### src/logic/pmc_pkg.sv
package pmc_pkg;

   // ==========================================================
   // modes
   typedef enum logic [1:0] {
      PMC_MODE_ACTIVE,
      PMC_MODE_SLEEP,
      PMC_MODE_DEEP
   } pmc_mode_type;

   // ==========================================================
   // timing
   localparam int CLK_PERIOD_NS      = 10;
   localparam int DEEP_WAKE_US       = 35;
   localparam int DEEP_WAKE_CYCLES   = (DEEP_WAKE_US * 1000) / CLK_PERIOD_NS;
   localparam int LFO_HZ             = 40000;
   localparam int LFO_HALF_CYCLES    = (1000000000 / CLK_PERIOD_NS) / (LFO_HZ * 2);
   localparam int IRQ_COUNT          = 8;

   // ==========================================================
   // reset cause bit positions
   localparam int RC_POR_BIT         = 0;
   localparam int RC_BOD_BIT         = 1;
   localparam int RC_WDT_BIT         = 2;
   localparam int RC_SW_BIT          = 3;
   localparam logic [3:0] RC_RESET   = 4'h0;

   // ==========================================================
   // clock gate bundle
   typedef struct packed {
      logic cpu_clk_en;
      logic flash_clk_en;
      logic sram_clk_en;
      logic periph_clk_en;
      logic hf_clk_en;
      logic lfo_en;
   } pmc_clk_type;

   // low-power request from the processor
   typedef struct packed {
      logic req;
      logic deep;
   } pmc_lp_req_type;

endpackage

### src/logic/pmc_top.sv
`timescale 1ns/1ps
module pmc_top #(
   parameter int IRQS        = pmc_pkg::IRQ_COUNT,
   parameter int WAKE_CYCLES = pmc_pkg::DEEP_WAKE_CYCLES
) (
   input  wire logic                   clk,
   input  wire logic                   rst_n,
   input  wire logic                   supply_ok,
   input  wire logic                   brownout,
   input  wire logic                   wdt_reset,
   input  wire logic                   sw_reset,
   input  wire pmc_pkg::pmc_lp_req_type lp_req,
   input  wire logic [IRQS-1:0]        irq,
   input  wire logic [IRQS-1:0]        irq_enable,
   input  wire logic                   i2c_addr_match,
   input  wire logic                   rc_clear,
   output pmc_pkg::pmc_clk_type        clk_gate,
   output pmc_pkg::pmc_mode_type       mode,
   output logic                        dev_reset_n,
   output logic                        wake_pending,
   output logic                        lfo_clk,
   output logic [3:0]                  reset_cause
);
   // ==========================================================
   // input synchronisers
   logic [IRQS-1:0] irq_s;
   logic            sup_s;
   logic            bod_s;
   logic            i2c_s;

   pmc_sync #(.WIDTH(IRQS + 3)) u_sync (
      .clk   (clk),
      .rst_n (rst_n),
      .d     ({irq, supply_ok, brownout, i2c_addr_match}),
      .q     ({irq_s, sup_s, bod_s, i2c_s})
   );

   // ==========================================================
   // wake sources
   logic wake_irq;
   logic wake_any;
   logic lp_ok;

   assign wake_irq = |(irq_s & irq_enable);
   assign wake_any = wake_irq | i2c_s;
   assign lp_ok    = lp_req.req & ~wake_any;

   // ==========================================================
   // mode state
   typedef enum logic [2:0] {
      ST_POWERUP,
      ST_ACTIVE,
      ST_SLEEP,
      ST_DEEP,
      ST_WAKING
   } pmc_state_type;

   pmc_state_type state_q;
   pmc_state_type state_d;
   logic [$clog2(WAKE_CYCLES+1)-1:0] wake_cnt_q;
   logic wake_done;

   assign wake_done = (wake_cnt_q == ($clog2(WAKE_CYCLES+1))'(WAKE_CYCLES - 1));

   always_comb begin
      state_d = state_q;
      unique case (state_q)
         ST_POWERUP: begin
            if (sup_s) begin
               state_d = ST_ACTIVE;
            end
         end
         ST_ACTIVE: begin
            if (lp_ok) begin
               state_d = lp_req.deep ? ST_DEEP : ST_SLEEP;
            end
         end
         ST_SLEEP: begin
            if (wake_any) begin
               state_d = ST_ACTIVE;
            end
         end
         ST_DEEP: begin
            if (wake_any) begin
               state_d = ST_WAKING;
            end
         end
         ST_WAKING: begin
            if (wake_done) begin
               state_d = ST_ACTIVE;
            end
         end
         default: state_d = ST_POWERUP;
      endcase
      // override lives here so the registered gates and mode follow it too
      if (bod_s || !sup_s) begin
         state_d = ST_POWERUP;
      end
   end

   always_ff @(posedge clk or negedge rst_n) begin
      if (!rst_n) begin
         state_q <= ST_POWERUP;
      end else begin
         state_q <= state_d;
      end
   end

   // fixed latency: counter runs the full WAKE_CYCLES (35 us by default) unless brownout or supply loss forces powerup
   always_ff @(posedge clk or negedge rst_n) begin
      if (!rst_n) begin
         wake_cnt_q <= '0;
      end else if (state_q != ST_WAKING) begin
         wake_cnt_q <= '0;
      end else if (!wake_done) begin
         wake_cnt_q <= wake_cnt_q + 1'b1;
      end
   end

   // ==========================================================
   // clock gates and mode output
   always_ff @(posedge clk or negedge rst_n) begin
      if (!rst_n) begin
         clk_gate <= '0;
         mode     <= pmc_pkg::PMC_MODE_ACTIVE;
      end else begin
         clk_gate.lfo_en <= 1'b1;
         unique case (state_d)
            ST_ACTIVE: begin
               clk_gate.cpu_clk_en    <= 1'b1;
               clk_gate.flash_clk_en  <= 1'b1;
               clk_gate.sram_clk_en   <= 1'b1;
               clk_gate.periph_clk_en <= 1'b1;
               clk_gate.hf_clk_en     <= 1'b1;
               mode                   <= pmc_pkg::PMC_MODE_ACTIVE;
            end
            ST_SLEEP: begin
               clk_gate.cpu_clk_en    <= 1'b0;
               clk_gate.flash_clk_en  <= 1'b0;
               clk_gate.sram_clk_en   <= 1'b0;
               clk_gate.periph_clk_en <= 1'b1;
               clk_gate.hf_clk_en     <= 1'b1;
               mode                   <= pmc_pkg::PMC_MODE_SLEEP;
            end
            ST_DEEP, ST_WAKING: begin
               clk_gate.cpu_clk_en    <= 1'b0;
               clk_gate.flash_clk_en  <= 1'b0;
               clk_gate.sram_clk_en   <= 1'b0;
               clk_gate.periph_clk_en <= 1'b0;
               clk_gate.hf_clk_en     <= (state_d == ST_WAKING);
               mode                   <= pmc_pkg::PMC_MODE_DEEP;
            end
            default: begin
               clk_gate.cpu_clk_en    <= 1'b0;
               clk_gate.flash_clk_en  <= 1'b0;
               clk_gate.sram_clk_en   <= 1'b0;
               clk_gate.periph_clk_en <= 1'b0;
               clk_gate.hf_clk_en     <= 1'b0;
               mode                   <= pmc_pkg::PMC_MODE_ACTIVE;
            end
         endcase
      end
   end

   // ==========================================================
   // device reset
   always_ff @(posedge clk or negedge rst_n) begin
      if (!rst_n) begin
         dev_reset_n <= 1'b0;
      end else begin
         dev_reset_n <= ~(bod_s | ~sup_s | wdt_reset | sw_reset) & (state_q != ST_POWERUP);
      end
   end

   always_ff @(posedge clk or negedge rst_n) begin
      if (!rst_n) begin
         wake_pending <= 1'b0;
      end else begin
         wake_pending <= wake_any & (state_q == ST_DEEP || state_q == ST_SLEEP);
      end
   end

   // ==========================================================
   // low-frequency oscillator model, divided from clk
   logic [$clog2(pmc_pkg::LFO_HALF_CYCLES)-1:0] lfo_cnt_q;

   always_ff @(posedge clk or negedge rst_n) begin
      if (!rst_n) begin
         lfo_cnt_q <= '0;
         lfo_clk   <= 1'b0;
      end else if (lfo_cnt_q == ($clog2(pmc_pkg::LFO_HALF_CYCLES))'(pmc_pkg::LFO_HALF_CYCLES - 1)) begin
         lfo_cnt_q <= '0;
         lfo_clk   <= ~lfo_clk;
      end else begin
         lfo_cnt_q <= lfo_cnt_q + 1'b1;
      end
   end

   // ==========================================================
   // reset cause: sticky, not cleared by rst_n, so it lives past device reset;
   // limitation: no async reset, so it powers up unknown until the first clock edge
   logic [3:0] rc_q;
   logic       por_seen_q;

   always_ff @(posedge clk) begin
      if (por_seen_q) begin
         if (rc_clear) begin
            rc_q <= pmc_pkg::RC_RESET;
         end
         // set beats clear
         if (!sup_s) begin
            rc_q[pmc_pkg::RC_POR_BIT] <= 1'b1;
         end
         if (bod_s) begin
            rc_q[pmc_pkg::RC_BOD_BIT] <= 1'b1;
         end
         if (wdt_reset) begin
            rc_q[pmc_pkg::RC_WDT_BIT] <= 1'b1;
         end
         if (sw_reset) begin
            rc_q[pmc_pkg::RC_SW_BIT] <= 1'b1;
         end
      end else begin
         // flag not yet known at power-up: record starts empty
         rc_q <= pmc_pkg::RC_RESET;
      end
   end

   always_ff @(posedge clk) begin
      por_seen_q <= por_seen_q | rst_n;
   end

   assign reset_cause = rc_q;

   // ==========================================================
   // checks
   // helper: length of the waking run, kept apart from the design counter
   localparam int WL = $clog2(WAKE_CYCLES + 2);
   logic [WL-1:0] wake_len_q;

   always_ff @(posedge clk or negedge rst_n) begin
      if (!rst_n) begin
         wake_len_q <= '0;
      end else if (state_q == ST_WAKING) begin
         wake_len_q <= wake_len_q + 1'b1;
      end else begin
         wake_len_q <= '0;
      end
   end
endmodule

### src/logic/pmc_sync.sv
`timescale 1ns/1ps
module pmc_sync #(
   parameter int WIDTH = 1
) (
   input  wire logic             clk,
   input  wire logic             rst_n,
   input  wire logic [WIDTH-1:0] d,
   output logic      [WIDTH-1:0] q
);
   // ==========================================================
   // three stages; change counts once stage two and three agree
   logic [WIDTH-1:0] s1_q;
   logic [WIDTH-1:0] s2_q;
   logic [WIDTH-1:0] s3_q;

   always_ff @(posedge clk or negedge rst_n) begin
      if (!rst_n) begin
         s1_q <= '0;
         s2_q <= '0;
         s3_q <= '0;
         q    <= '0;
      end else begin
         s1_q <= d;
         s2_q <= s1_q;
         s3_q <= s2_q;
         for (int i = 0; i < WIDTH; i++) begin
            if (s2_q[i] == s3_q[i]) begin
               q[i] <= s3_q[i];
            end
         end
      end
   end
endmodule

### config.mk
export PLATFORM = sky130hd
export DESIGN_NAME = pmc_top
export DESIGN_NICKNAME = d
export VERILOG_FILES = /design/src/logic/pmc_pkg.sv /design/src/logic/pmc_top.sv /design/src/logic/pmc_sync.sv
export SDC_FILE = /design/constraint.sdc
export NUM_CORES = 1
export LEC_CHECK = 0
export ABC_AREA = 1
export BUFFER_PORTS_ARGS = -buffer_cell sky130_fd_sc_hd__buf_4
export CELL_PAD_IN_SITES_DETAIL_PLACEMENT = 1
export CELL_PAD_IN_SITES_GLOBAL_PLACEMENT = 1
export CORE_ASPECT_RATIO = 0.75
export CORE_MARGIN = 2
export CORE_UTILIZATION = 48
export DETAILED_ROUTE_END_ITERATION = 8
export PLACE_DENSITY = 0.89
export SYNTH_ARGS = -nofsm -noshare
export SYNTH_HDL_FRONTEND = slang
export SYNTH_SLANG_ARGS = --single-unit
### constraint.sdc
create_clock -name clk -period 2.02 [get_ports clk]
set_input_delay 0.505 -clock clk [delete_from_list [all_inputs] [get_ports clk]]
set_output_delay 0.505 -clock clk [all_outputs]
set_load 0.01 [all_outputs]
==> results.cfg <==
[timing]
rsz0062_at_grt = false
setup_viol = 0
fmax_mhz = 582
fin_crit_ps = 1720
fin_skew_ps = 5.64
fin_tns_setup_ps = 0
slew_viol_final = 0
hold_viol = 0
fin_crit_sh_pct = 85.1

[clocking]
clk_pin_slew_ps = 80
cts_tree = done
cts_sinks = 84
postCtsSetupBuffers = 0
clk_path_buf_depth = 2
root_buffer = clkbuf_8
htree_levels = 3
clkLatencyLatePin_ps = 350
cts.hold.buffers_added = 0
cts_made_buffers = 9
cts_resized = 0

[route]
drtAntennaViolNets = 0
wl_per_cell_um = 16.5
vias_per_cell = 5.15
drc = 0
drt_iter0_markers = 50
via_count = 2190
drt-total-wl_mm = 7.01
first_pass_iters = 4

[worst_setup_path]
cp.arrival_ps = 1940
cp.buffers_inverters = 0
endpoint_kind = flop
cpMostUsedCell = nand2_1
start_kind = flop
crit_type = flop to flop
path_cells = ha_1 -> nand3_1 -> nor2_2 -> nand2_1 -> nand2_1 -> o21ai_0 -> nand2_1 -> nand3_1
cpPeakStageDelay_ps = 400
reg2reg_slack_ps = 300
cp_max_fo = 5
crit_path_top_delay_cell = dfrtp_1
critical_path_required_ps = 2240
crit_family = simple AND/OR/NAND/NOR gates

[finish]
drive_above_1_share_pct = 19.8
nNetsFinal = 368
final_cell_mix = 79 x dfrtp_1, 46 x nand2_1, 45 x inv_1
num-fill-cells = 716
antenna_cells = 0
multi_input_area_um2 = 872
ff_latch_area_um2 = 2080
syn2layout_area_growth_pct = 19.2
mostFrequentLayoutCell = dfrtp_1
final_area_um2 = 3750

[synthesis]
ys.flop_type = dfrtp_1
synth_top_area_cell = dfrtp_1
synth.cell_area_um2 = 3140
synth_area_leaders = dfrtp_1 63%, nand2_1 5.5%, inv_1 5.4%, maj3_1 3.5%, dfxtp_1 3.2%
avgSynthCellArea_um2 = 10.8
synth.distinct_cells = 32
synth-edff-count = 0
syn_nets = 319
synth_seq_cells = 84
yosysSeqAreaShare_pct = 66.1
synth.yosys.warnings = 0
syn_inst = 290
synthArstFlopShare_pct = 94.0
synth_top_area_share_pct = 62.9

[global_routing]
grt_pass1_vias = 2388
grt_overflow = 0
grt_max_degree = 80
grt_pass1_wl_mm = 11.8
antenna_found_initial = 0
grt_usage_pct = 21.9

[power]
ir_worst_vdd_mv = 0.499
p_per_area_nw_per_um2 = 849
power.leakage_nw = 1.90

[outcome]
status = completed

[die]
pin_count = 41
initial_utilization_pct = 49.8
row_count = 25
fp.dieH_um = 74.1
fp.dieArea_um2 = 7220
core_area_um2 = 6320
die_x_um = 97.5

[place]
place_area_um2 = 3540
numPortBuffers = 40
gp_routability_congestion = 0.819
hpwl_mm = 5.16

[min_path]
hold_class = input port to async pin

[flow_run]
cap_violations = 0
metrics by stage:
stage	util (%)	cells	power [mW]	hold slack (ps)	setup WS, ps
after floorplan	-	290	1.89	209	638
after global placement	56.1	409	2.00	333	404
after detailed placement	56.1	409	2.02	339	227
after CTS	59.3	425	3.22	194	282
after global routing	59.3	425	3.31	193	116
final	59.3	425	3.18	158	302
worst paths after layout:
kind,from,endpoint,cells past startpoint
hold / removal,rst_n,clk_gate[0],2
min in group clk,irq[6],u_sync.s1_q[9],1
setup / recovery,wake_cnt_q[1],clk_gate[1],8
setup reg to reg,wake_cnt_q[1],clk_gate[1],8
hold reg to reg,u_sync.s1_q[8],u_sync.s2_q[8],0
max in group asynchronous,rst_n,wake_cnt_q[9],2
cells by family after synthesis:
group                      count (synthesis)  share of synthesized area [%]
adders and majority gates                 14                           4.70
buffers and inverters                     49                           6.21
other                                      1                          0.119
DFF                                       84                           66.1
xor gates and xnor gates                   4                           1.11
AOI/OAI and AO/OA                         31                           5.37
and+or+nand+nor                          107                           16.4
metal layers:
layer	vias to the layer above	share of wire [%]	GRT usage, %
met5	-	0	0
met4	0	1.8	7.25
met3	14	4.9	7.42
met1	1104	40	24.5
met2	53	53	40.6
li1	1019	-	-
final cells by class:
cell class / count / area share (%)
Sequential cell: 84 / 55.4
Multi-Input combinational cell: 157 / 23.3
Timing Repair Buffer: 41 / 8.55
Clock inverter: 3 / 1.20
Tap cell: 81 / 2.70
Inverter: 46 / 4.61
Clock buffer: 13 / 4.24
worst reg2reg max path, cell delays in order (launching register included):
cell	delay, ps
dfrtp_1	400
ha_1	240
nand3_1	150
nor2_2	170
nand2_1	150
nand2_1	120
o21ai_0	110
nand2_1	140
nand3_1	120
flip-flops by register name (all words and copies together) (netlist names):
signal,flops
mode,2
dev_reset_n,1
clk_gate,4
u_sync.s1_q,11
state_q,3
lfo_cnt_q,11
wake_pending,1
por_seen_q,1
u_sync.s3_q,11
reset_cause,4
lfo_clk,1
u_sync.s2_q,11
wake_cnt_q,12
u_sync.q,11
synth_stat cells, types with 4 or more instances:
| library cell | instances |
|---|---|
| nand2_1 | 46 |
| nand3_1 | 15 |
| nand4_1 | 4 |
| nor2_1 | 22 |
| maj3_1 | 11 |
| dfrtp_1 | 79 |
| dfxtp_1 | 5 |
| inv_1 | 45 |
| o21ai_0 | 10 |
| nor3_1 | 6 |
| a21oi_1 | 14 |
report_power, final:
| part | switching [mW] | internal (mW) | total, mW |
|---|---|---|---|
| Sequential | 0.0435 | 1.75 | 1.79 |
| Clock | 0.555 | 0.640 | 1.19 |
| Combinational | 0.103 | 0.0911 | 0.194 |
| Total | 0.702 | 2.48 | 3.18 |
Note: power is estimated with default switching activity, not from simulation.
